[src/omsc_defines.svh]
`ifndef OMSC_DEFINES_SVH
`define OMSC_DEFINES_SVH

// Word indices on the register bus
`define OMSC_IDX_MODE_MON 3'h0
`define OMSC_IDX_SYS_CTRL 3'h1
`define OMSC_IDX_IRQ_STAT 3'h2
`define OMSC_IDX_IRQ_MASK 3'h3

// Mode pin monitor fields
`define OMSC_MM_EXP_BIT 7
`define OMSC_MM_HIGH_BIT 2
`define OMSC_MM_LOW_BIT 1

// System control fields
`define OMSC_SC_INTM_HI_BIT 5
`define OMSC_SC_INTM_LO_BIT 4
`define OMSC_SC_RSTSRC_BIT 3
`define OMSC_SC_NMI_EDGE_SELECT_BIT 2
`define OMSC_SC_ONCHIP_RAM_ENABLE_BIT 0

// Reset values
`define OMSC_RST_EXP 1'h0
`define OMSC_RST_IRQ_CTRL_MODE_LOW 1'h0
`define OMSC_RST_RSTSRC_EXT 1'h1
`define OMSC_RST_RSTSRC_WDT 1'h0
`define OMSC_RST_NMI_EDGE_SELECT 1'h0
`define OMSC_RST_ONCHIP_RAM_ENABLE 1'h1
`define OMSC_RST_MASK 3'h0

// Fixed lowest mode-select level
`define OMSC_MODE_FIXED_LOW 1'h0

// Operating mode codes
`define OMSC_MODE_SINGLE 3'h2
`define OMSC_MODE_FLASH 3'h4
`define OMSC_MODE_EMUL 3'h6

// Interrupt status bit positions
`define OMSC_EV_NMI 0
`define OMSC_EV_WDT 1
`define OMSC_EV_BADMODE 2

`endif

[src/omsc_pkg.sv]
package omsc_pkg;

    typedef enum logic [0:0] {
        OMSC_BUS_IDLE = 1'b0,
        OMSC_BUS_ACK = 1'b1
    } omsc_bus_t;

    typedef struct packed {
        logic [2:0] address;
        logic read;
        logic write;
        logic [31:0] writedata;
        logic [3:0] byteenable;
    } omsc_avreq_t;

    typedef struct packed {
        logic [2:0] opMode;
        logic modeValid;
        logic romEnable;
        logic flashBoot;
        logic emulationEnable;
        logic [1:0] irqCtrlMode;
        logic onchipRamEnable;
        logic nmiRequest;
    } omsc_ctrlout_t;

    typedef struct packed {
        omsc_bus_t bus;
        logic waitReq;
        logic [31:0] rdData;
        logic latched;
        logic latchedModeHigh;
        logic latchedModeLow;
        logic reservedExpansionBit;
        logic irqCtrlModeLow;
        logic resetSourceFlag;
        logic nmiEdgeSelect;
        logic onchipRamEnable;
        logic nmiPrev;
        logic [2:0] irqStatus;
        logic [2:0] irqMask;
        logic irq;
        omsc_ctrlout_t ctrl;
    } omsc_state_t;

endpackage : omsc_pkg

[src/omsc_ctrl.sv]
// The Avalon-MM register port and the register addresses were chosen for this implementation.
`timescale 1ns/1ps
`include "omsc_defines.svh"

// Function
// RULE1 - decode high/low pins into modes 2, 4, 6
// RULE2 - lowest mode-select bit always reads zero
// RULE3 - board never straps modes 0,1,3,5,7
// RULE4 - board keeps mode pins stable after reset
// RULE5 - software reads monitor after reset to latch
// RULE6 - monitor bits 2,1 show pins, read-only
// RULE7 - pins captured into mode bits on read
// RULE8 - any reset releases latched mode bits
// RULE9 - interrupt mode field bits 5,4, low writable
// RULE10 - bit 3: 0 watchdog reset, 1 pin reset
// RULE11 - bit 2 selects NMI falling or rising edge
// RULE12 - mode 6 enables emulator control via JTAG
// RULE13 - bit 0 enables on-chip RAM, reset one
// RULE14 - reserved bits read zero, writes ignored; monitor bit 7 (reservedExpansionBit) is writable and reads back
module omsc_ctrl (
    input wire logic clk_sys, // System clock, 50 MHz
    input wire logic rst, // Async external pin reset, active high
    input wire logic wdtOverflowReset, // Watchdog overflow reset pulse
    input wire logic modeSelectHighPin, // Mode strap, high select
    input wire logic modeSelectLowPin, // Mode strap, low select
    input wire logic nmiIn, // NMI input level
    input wire omsc_pkg::omsc_avreq_t avReq, // Avalon-MM request
    output logic [31:0] avReadData, // Avalon-MM read data
    output logic avWaitRequest, // Avalon-MM wait request
    output omsc_pkg::omsc_ctrlout_t ctrlOut, // Mode and control outputs
    output logic irq // Level interrupt
);
    import omsc_pkg::*;

    omsc_state_t s_q;
    omsc_state_t s_d;

    logic effHigh;
    logic effLow;
    logic [2:0] effMode;
    logic [7:0] modeMonVal;
    logic [7:0] sysCtrlVal;
    logic nmiEdge;
    logic accept;
    logic [2:0] events;
    logic [2:0] w1c;
    logic beLow;

    always_comb begin
        // Latched values stand once the monitor has been read
        effHigh = s_q.latched ? s_q.latchedModeHigh : modeSelectHighPin; // RULE7
        effLow = s_q.latched ? s_q.latchedModeLow : modeSelectLowPin; // RULE7
        effMode = {effHigh, effLow, `OMSC_MODE_FIXED_LOW}; // RULE1 RULE2

        modeMonVal = 8'h00; // RULE14
        modeMonVal[`OMSC_MM_EXP_BIT] = s_q.reservedExpansionBit;
        modeMonVal[`OMSC_MM_HIGH_BIT] = effHigh; // RULE6
        modeMonVal[`OMSC_MM_LOW_BIT] = effLow; // RULE6

        sysCtrlVal = 8'h00; // RULE14
        sysCtrlVal[`OMSC_SC_INTM_HI_BIT] = 1'b0; // RULE9
        sysCtrlVal[`OMSC_SC_INTM_LO_BIT] = s_q.irqCtrlModeLow; // RULE9
        sysCtrlVal[`OMSC_SC_RSTSRC_BIT] = s_q.resetSourceFlag; // RULE10
        sysCtrlVal[`OMSC_SC_NMI_EDGE_SELECT_BIT] = s_q.nmiEdgeSelect; // RULE11
        sysCtrlVal[`OMSC_SC_ONCHIP_RAM_ENABLE_BIT] = s_q.onchipRamEnable; // RULE13

        // Falling edge when clear, rising edge when set
        nmiEdge = s_q.nmiEdgeSelect ? (nmiIn & ~s_q.nmiPrev)
                                    : (~nmiIn & s_q.nmiPrev); // RULE11

        accept = s_q.bus == OMSC_BUS_ACK;
        beLow = avReq.byteenable[0];

        events = 3'h0;
        events[`OMSC_EV_NMI] = nmiEdge;
        events[`OMSC_EV_BADMODE] = (effMode != `OMSC_MODE_SINGLE)
            && (effMode != `OMSC_MODE_FLASH)
            && (effMode != `OMSC_MODE_EMUL); // RULE3

        w1c = 3'h0;
        if (accept && avReq.write && beLow
            && avReq.address == `OMSC_IDX_IRQ_STAT) begin
            w1c = avReq.writedata[2:0];
        end

        s_d = s_q;
        s_d.nmiPrev = nmiIn;

        // One wait state: request seen, then answered next edge
        case (s_q.bus)
            OMSC_BUS_IDLE: begin
                if (avReq.read || avReq.write) begin
                    s_d.bus = OMSC_BUS_ACK;
                    s_d.waitReq = 1'b0;
                    s_d.rdData = 32'h0000_0000;
                    if (avReq.read) begin
                        case (avReq.address)
                            `OMSC_IDX_MODE_MON: begin
                                s_d.rdData[7:0] = modeMonVal;
                            end
                            `OMSC_IDX_SYS_CTRL: begin
                                s_d.rdData[7:0] = sysCtrlVal;
                            end
                            `OMSC_IDX_IRQ_STAT: begin
                                s_d.rdData[2:0] = s_q.irqStatus;
                            end
                            `OMSC_IDX_IRQ_MASK: begin
                                s_d.rdData[2:0] = s_q.irqMask;
                            end
                            default: begin
                                s_d.rdData = 32'h0000_0000;
                            end
                        endcase
                    end
                end
            end
            OMSC_BUS_ACK: begin
                s_d.bus = OMSC_BUS_IDLE;
                s_d.waitReq = 1'b1;
                if (avReq.read && avReq.address == `OMSC_IDX_MODE_MON
                    && !s_q.latched) begin
                    s_d.latched = 1'b1; // RULE7 RULE5
                    s_d.latchedModeHigh = modeSelectHighPin; // RULE7
                    s_d.latchedModeLow = modeSelectLowPin; // RULE7
                end
                if (avReq.write && beLow) begin
                    case (avReq.address)
                        `OMSC_IDX_MODE_MON: begin
                            s_d.reservedExpansionBit =
                                avReq.writedata[`OMSC_MM_EXP_BIT];
                        end
                        `OMSC_IDX_SYS_CTRL: begin
                            s_d.irqCtrlModeLow =
                                avReq.writedata[`OMSC_SC_INTM_LO_BIT]; // RULE9
                            s_d.nmiEdgeSelect =
                                avReq.writedata[`OMSC_SC_NMI_EDGE_SELECT_BIT]; // RULE11
                            s_d.onchipRamEnable =
                                avReq.writedata[`OMSC_SC_ONCHIP_RAM_ENABLE_BIT]; // RULE13
                        end
                        `OMSC_IDX_IRQ_MASK: begin
                            s_d.irqMask = avReq.writedata[2:0];
                        end
                        default: begin
                            s_d.irqMask = s_q.irqMask;
                        end
                    endcase
                end
            end
            default: begin
                s_d.bus = OMSC_BUS_IDLE;
                s_d.waitReq = 1'b1;
            end
        endcase

        // New events win over a clear in the same cycle
        s_d.irqStatus = (s_q.irqStatus & ~w1c) | events;
        s_d.irq = |(s_d.irqStatus & s_d.irqMask);

        s_d.ctrl.opMode = effMode; // RULE1
        s_d.ctrl.modeValid = ~events[`OMSC_EV_BADMODE];
        s_d.ctrl.romEnable = (effMode == `OMSC_MODE_SINGLE)
            || (effMode == `OMSC_MODE_EMUL);
        s_d.ctrl.flashBoot = effMode == `OMSC_MODE_FLASH;
        s_d.ctrl.emulationEnable = effMode == `OMSC_MODE_EMUL; // RULE12
        s_d.ctrl.irqCtrlMode = {1'b0, s_d.irqCtrlModeLow}; // RULE9
        s_d.ctrl.onchipRamEnable = s_d.onchipRamEnable; // RULE13
        s_d.ctrl.nmiRequest = nmiEdge; // RULE11

        // Watchdog reset clears the bank like a pin reset, except reset source reads 0 and the WDT status bit is set
        if (wdtOverflowReset) begin
            s_d.bus = OMSC_BUS_IDLE;
            s_d.waitReq = 1'b1;
            s_d.rdData = 32'h0000_0000;
            s_d.latched = 1'b0; // RULE8
            s_d.latchedModeHigh = 1'b0;
            s_d.latchedModeLow = 1'b0;
            s_d.reservedExpansionBit = `OMSC_RST_EXP;
            s_d.irqCtrlModeLow = `OMSC_RST_IRQ_CTRL_MODE_LOW;
            s_d.resetSourceFlag = `OMSC_RST_RSTSRC_WDT; // RULE10
            s_d.nmiEdgeSelect = `OMSC_RST_NMI_EDGE_SELECT;
            s_d.onchipRamEnable = `OMSC_RST_ONCHIP_RAM_ENABLE;
            s_d.irqMask = `OMSC_RST_MASK;
            s_d.irqStatus = 3'h0;
            s_d.irqStatus[`OMSC_EV_WDT] = 1'b1;
            s_d.irq = 1'b0;
            s_d.ctrl.irqCtrlMode = 2'h0;
            s_d.ctrl.onchipRamEnable = `OMSC_RST_ONCHIP_RAM_ENABLE;
            s_d.ctrl.nmiRequest = 1'b0;
        end
    end

    always_ff @(posedge clk_sys or posedge rst) begin
        if (rst) begin
            s_q.bus <= OMSC_BUS_IDLE;
            s_q.waitReq <= 1'b1;
            s_q.rdData <= 32'h0000_0000;
            s_q.latched <= 1'b0; // RULE8
            s_q.latchedModeHigh <= 1'b0;
            s_q.latchedModeLow <= 1'b0;
            s_q.reservedExpansionBit <= `OMSC_RST_EXP;
            s_q.irqCtrlModeLow <= `OMSC_RST_IRQ_CTRL_MODE_LOW;
            s_q.resetSourceFlag <= `OMSC_RST_RSTSRC_EXT; // RULE10
            s_q.nmiEdgeSelect <= `OMSC_RST_NMI_EDGE_SELECT;
            s_q.onchipRamEnable <= `OMSC_RST_ONCHIP_RAM_ENABLE; // RULE13
            s_q.nmiPrev <= 1'b0;
            s_q.irqStatus <= 3'h0;
            s_q.irqMask <= `OMSC_RST_MASK;
            s_q.irq <= 1'b0;
            s_q.ctrl.opMode <= 3'h0;
            s_q.ctrl.modeValid <= 1'b0;
            s_q.ctrl.romEnable <= 1'b0;
            s_q.ctrl.flashBoot <= 1'b0;
            s_q.ctrl.emulationEnable <= 1'b0;
            s_q.ctrl.irqCtrlMode <= 2'h0;
            s_q.ctrl.onchipRamEnable <= `OMSC_RST_ONCHIP_RAM_ENABLE;
            s_q.ctrl.nmiRequest <= 1'b0;
        end else begin
            s_q <= s_d;
        end
    end

    assign avReadData = s_q.rdData;
    assign avWaitRequest = s_q.waitReq;
    assign ctrlOut = s_q.ctrl;
    assign irq = s_q.irq;

endmodule : omsc_ctrl

[config.mk]
export PLATFORM = sky130hd
export DESIGN_NAME = omsc_ctrl
export DESIGN_NICKNAME = d
export VERILOG_FILES = /design/src/omsc_pkg.sv /design/src/omsc_ctrl.sv
export VERILOG_INCLUDE_DIRS = /design/src
export SDC_FILE = /design/constraint.sdc
export NUM_CORES = 1
export LEC_CHECK = 0
export BUFFER_PORTS_ARGS = -buffer_cell sky130_fd_sc_hd__clkbuf_2
export CORE_MARGIN = 10
export CORE_UTILIZATION = 44
export CTS_CLUSTER_DIAMETER = 150
export DETAILED_ROUTE_END_ITERATION = 16
export PLACE_DENSITY = 0.8
export SLEW_MARGIN = 10
export SYNTH_ARGS = -nofsm -noshare
export SYNTH_HDL_FRONTEND = slang
export SYNTH_SLANG_ARGS = --single-unit
[constraint.sdc]
create_clock -name clk_sys -period 2 [get_ports clk_sys]
set_clock_uncertainty 0.05 [all_clocks]
set_input_delay 0.4 -clock clk_sys [delete_from_list [all_inputs] [get_ports clk_sys]]
set_output_delay 0.4 -clock clk_sys [all_outputs]
set_load 0.1 [all_outputs]
# Word level (Yosys, flattened, before mapping)

Cells that the tools add are included.

Output and inout port bits: 45
Word-level logic and storage cells: 91
Register bits after elaboration: 60

Equality and inequality tests: 11
Bitwise operators: 10
Reduce and logical (&&, ||, !) cells: 23
Muxes and demuxes: 24

Operator list:

| operator                                                         | number |
|---|---|
| 42-bit 2-to-1 mux                                                | 1 |
| 34-bit 2-to-1 mux                                                | 1 |
| 32-bit 2-to-1 mux                                                | 1 |
| 3-bit 2-to-1 mux                                                 | 6 |
| 3-bit one-hot mux with 4 select lines                            | 1 |
| 2-bit nonzero test                                               | 6 |
| 5-bit one-hot mux with 2 select lines                            | 1 |
| 1-bit logical AND                                                | 8 |
| 2-bit 2-to-1 mux                                                 | 4 |
| 8-bit 2-to-1 mux                                                 | 1 |
| 7-bit 2-to-1 mux                                                 | 1 |
| 3-bit bitwise AND                                                | 2 |
| 3-bit by 2-bit == test with 1-bit output (second input constant) | 2 |
| 2-bit inequality test (second input constant)                    | 3 |
| 3-bit AND reduction                                              | 2 |
| 1-bit 2-to-1 mux                                                 | 5 |
| 5-bit 2-to-1 mux                                                 | 1 |
| 2-bit == test (second input constant)                            | 2 |
| 1-bit inverter                                                   | 4 |
| 2-bit one-hot mux with 2 select lines                            | 1 |
| 2-bit AND reduction                                              | 2 |
| 3-bit by 1-bit == test with 1-bit output (second input constant) | 1 |
| 3-bit zero test                                                  | 1 |
| 3-bit inequality test (second input constant)                    | 1 |
| other kinds (8)                                                  | 10 |

# Logic depth before layout (Yosys ltp)

Depth after elaboration: 10
Gate-level depth with buffers: 6

# Worst setup path before layout

No wires, ideal clock.

Path type: reg-to-reg
Start: reg s_q[26] (netlist name)
End: reg s_q (netlist bit avReadData[2])
Path slack: 0.488 ns
Cell stages (with the launch flop): 4
Setup time: 0.121 ns
Clock period less this slack: 1.512 ns
Arrival: 1.341 ns
Cell sequence: dfrtp_1 -> mux2_4 -> mux4_2 -> a22o_1

Cells in the longest elaborated chain, start to end: 6

Ends and longest elaborated chain:

| what                                  | RTL line         | text |
|---|---|---|
| from (decl)                           | omsc_ctrl.sv:35  | `omsc_state_t s_q;` |
| 1-bit 2-to-1 mux                      | omsc_ctrl.sv:51  | `effHigh = s_q.latched ? s_q.latchedModeHigh : modeSelectHighPin;` |
| net effHigh                           | omsc_ctrl.sv:38  | `logic effHigh;` |
| 3-bit one-hot mux with 4 select lines | omsc_ctrl.sv:97  | `case (avReq.address)` |
| 8-bit 2-to-1 mux                      | omsc_ctrl.sv:96  | `if (avReq.read) begin` |
| 34-bit 2-to-1 mux                     | omsc_ctrl.sv:92  | `if (avReq.read \|\| avReq.write) begin` |
| 32-bit 2-to-1 mux                     | omsc_ctrl.sv:90  | `case (s_q.bus)` |
| 42-bit 2-to-1 mux                     | omsc_ctrl.sv:170 | `if (wdtOverflowReset) begin` |

The timed path passes the listed nets, and every way through them passes these cells. The select of a mux whose other input is x is not followed.
A chain may end at the register's enable or synchronous reset.

# Worst setup path in the final report

Start: reg s_q (netlist bit ctrlOut[1])
End: out ctrlOut[1] (netlist name)

RTL lines:

| what      | RTL line        | text |
|---|---|---|
| to (decl) | omsc_ctrl.sv:30 | `output omsc_pkg::omsc_ctrlout_t ctrlOut,` |

No word-level cell between the ends.

==> results_dict.tcl <==
set metrics [dict create \
    outcome "complete, no violations" \
    final_common_cell "clkbuf_2" \
    path_clk_slew_ns 0.06 \
    max_slew.worst_pin.slew_ns 0.551 \
    worst_ir_drop_on_vdd_uv 486 \
    antenna_left 0 \
    timing_max_transition_violations_final 0 \
    rows 22 \
    worst-endpoint-required_ns 1.55 \
    seq_total_area_yosys 0.458 \
    finalCriticalPeriod_ns 1.72 \
    class_of_the_tightest_hold_or_removal_check "primary input to async pin" \
    power_density_nw_per_um2 1010 \
    path_buf_inv 1 \
    yosysUniqueCellTypes 36 \
    synth_top_cell_by_area "dfrtp_1" \
    hold_slack_ns 0.121 \
    h_tree_level_count 2 \
    critPathArrivalTime_ns 1.27 \
    crit_path_top_delay_cell "dfstp_2" \
    first_pass_iters 4 \
    place.gp.congestion 0.801 \
    post_cts_resize_count 0 \
    synthToLayoutAreaGrowth_pct 8.57 \
    die_height_um 81.2 \
    max-clock-path-buffers 2 \
    initial_core_util 0.454 \
    post_synth_instance_area_um2 1650 \
    endpoint_kind "output port" \
    first_pass_grt_wire_length_um 5180 \
    count_of_endpoints_failing_setup_in_the_final_report 0 \
    crit_start "ctrlOut[1]$_DFFE_PP1P_" \
    regToRegSetupSlack_ns 0.43 \
    crit-reg2reg-capture "avReadData[2]$_DFFE_PP0P_" \
    fin_cells 227 \
    crit_path_max_fanout 3 \
    drtIter0Drc 40 \
    chipWidth_um 81.2 \
    ys.warnings.count 0 \
    number_of_flops_mapped_to_enable_cells_by_yosys 0 \
    tritoncts.num_buffers 5 \
    yosys_register_bits 30 \
    critPathLaunchType "register" \
    synth.avg_cell_area_um2 10.5 \
    ff_latch_area_um2 754 \
    antenna_found_initial 0 \
    r2r_cells 3 \
    cpPeakStageDelay_ns 0.53 \
    final_hold_viol_count 0 \
    grt_ovf 0 \
    vias_per_cell 4.76 \
    unrepaired_setup_endpoints_after_global_routing "false" \
    multi_input_area_um2 642 \
    critical_path.cell_chain "clkbuf_2" \
    cts_root_buf "clkbuf_8" \
    layout_worst_path_cycle_share 0.859 \
    drc_errors 0 \
    ys_async_sr_fraction 1.00 \
    post_synth_main_area_contributors "dfrtp_1 (41%), buf_4 (20%), dfstp_2 (4.8%), a22o_1 (4.2%), mux2i_1 (3.0%)" \
    count_of_buffers_inserted_at_the_top_level_ports 33 \
    relSlewSlack 0.634 \
    rr_startpoint "s_q[26]$_DFFE_PP0P_" \
    grt_use_total 0.103 \
    avgRoutedWirePerCell_um 14.4 \
    ctsHoldBuffers 0 \
    design.final.nets 225 \
    cellLeakagePower_nw 0.903 \
    synth.top_cell.area_share 0.410 \
    fillers 359 \
    tns_ns 0 \
    core_area_um2 3630 \
    worst_path_class_setup "register to output port" \
    insertion_delay_to_the_later_sink_of_the_worst_skew_pair_ns 0.28 \
    maximum_clock_frequency_mhz 582 \
    place.detailed.hpwl_um 2610 \
    antenna_cells 0 \
    via_count_of_the_first_global_routing_pass 1068 \
    wl_um 3270 \
    p_total_mw 1.81 \
    drv.max_cap_violation_count 0 \
    total_number_of_vias 1080 \
    dp.cells 219 \
    tritoncts "yes" \
    cts_post_setup_buffers_inserted 0 \
    cp_top_family "flip-flops" \
    post_synth_inst_count 157 \
    ioPinCount 92 \
    cts.sinks 30 \
    dieArea_um2 6600 \
    top_library_cells_by_usage_in_the_layout_fill_and_taps_aside "clkbuf_2 (33), conb_1 (28), dfrtp_1 (27)" \
    synth_top_flop_cell "dfrtp_1" \
    drive_gt1_frac 0.302 \
    grt_start_max_net_pins 31 \
]
==> cell families after synthesis <==
group	after synthesis	share of synthesized area
buffers and inverters	50	0.215
AND/OR/NAND/NOR	38	0.131
flip-flops	30	0.458
AO/OA/AOI/OAI	29	0.128
multiplexers	9	0.0668
other	1	0.00227
==> power by group <==
group	total [mW]	leakage, nW	switching [mW]	internal, mW
registers	0.635	0.387	0.0101	0.625
logic	0.422	0.445	0.376	0.0462
clock network	0.752	0.0714	0.221	0.531
total	1.81	0.903	0.607	1.20
==> cells in the mapped netlist, types with 3 or more instances <==
library cell,number
dfstp_2,3
a21oi_1,7
a22o_1,8
nor2_1,12
mux2i_1,5
nand3_1,4
nand2_1,5
nor2b_1,5
buf_4,43
dfrtp_1,27
buf_2,4
==> state kept, by name, summed over array words and instances, names as in the netlist <==
signal,count
accept,1
s_q,12
modeMonVal,1
avWaitRequest,1
avReadData,6
ctrlOut,8
irq,1
==> stage by stage <==
stage                util  setup slack (ns)  area (um2)
finish              0.493             0.283        1790
detailed placement  0.454             0.390        1650
global route        0.493             0.244        1790
floorplan               -             0.488        1750
CTS                 0.493             0.268        1790
global placement    0.454             0.399        1650
==> routing by layer <==
metal  up-vias  track usage  routed length, um
met4         0       0.0467                 51
met1       522        0.118               1300
met5         -            0                  0
met3         5       0.0640                434
li1        512            -                  -
met2        41        0.151               1480
==> how the worst max path moves through the flow <==
stage | endpoint | depth (start not counted)
floorplan | avReadData[2]$_DFFE_PP0P_ | 3
global placement | ctrlOut[1]$_DFFE_PP1P_ | 5
global route | ctrlOut[1] | 1
detailed placement | ctrlOut[1]$_DFFE_PP1P_ | 5
finish | ctrlOut[1] | 1
CTS | ctrlOut[1] | 1
==> final cells by class <==
cell class / count / area share
Multi-Input combinational cell: 104 / 0.358
Tap cell: 48 / 0.0335
Clock inverter: 2 / 0.0335
Timing Repair Buffer: 36 / 0.105
Sequential cell: 30 / 0.421
Inverter: 1 / 0.00210
Clock buffer: 6 / 0.0461
Note: power is estimated with default switching activity, not from simulation.
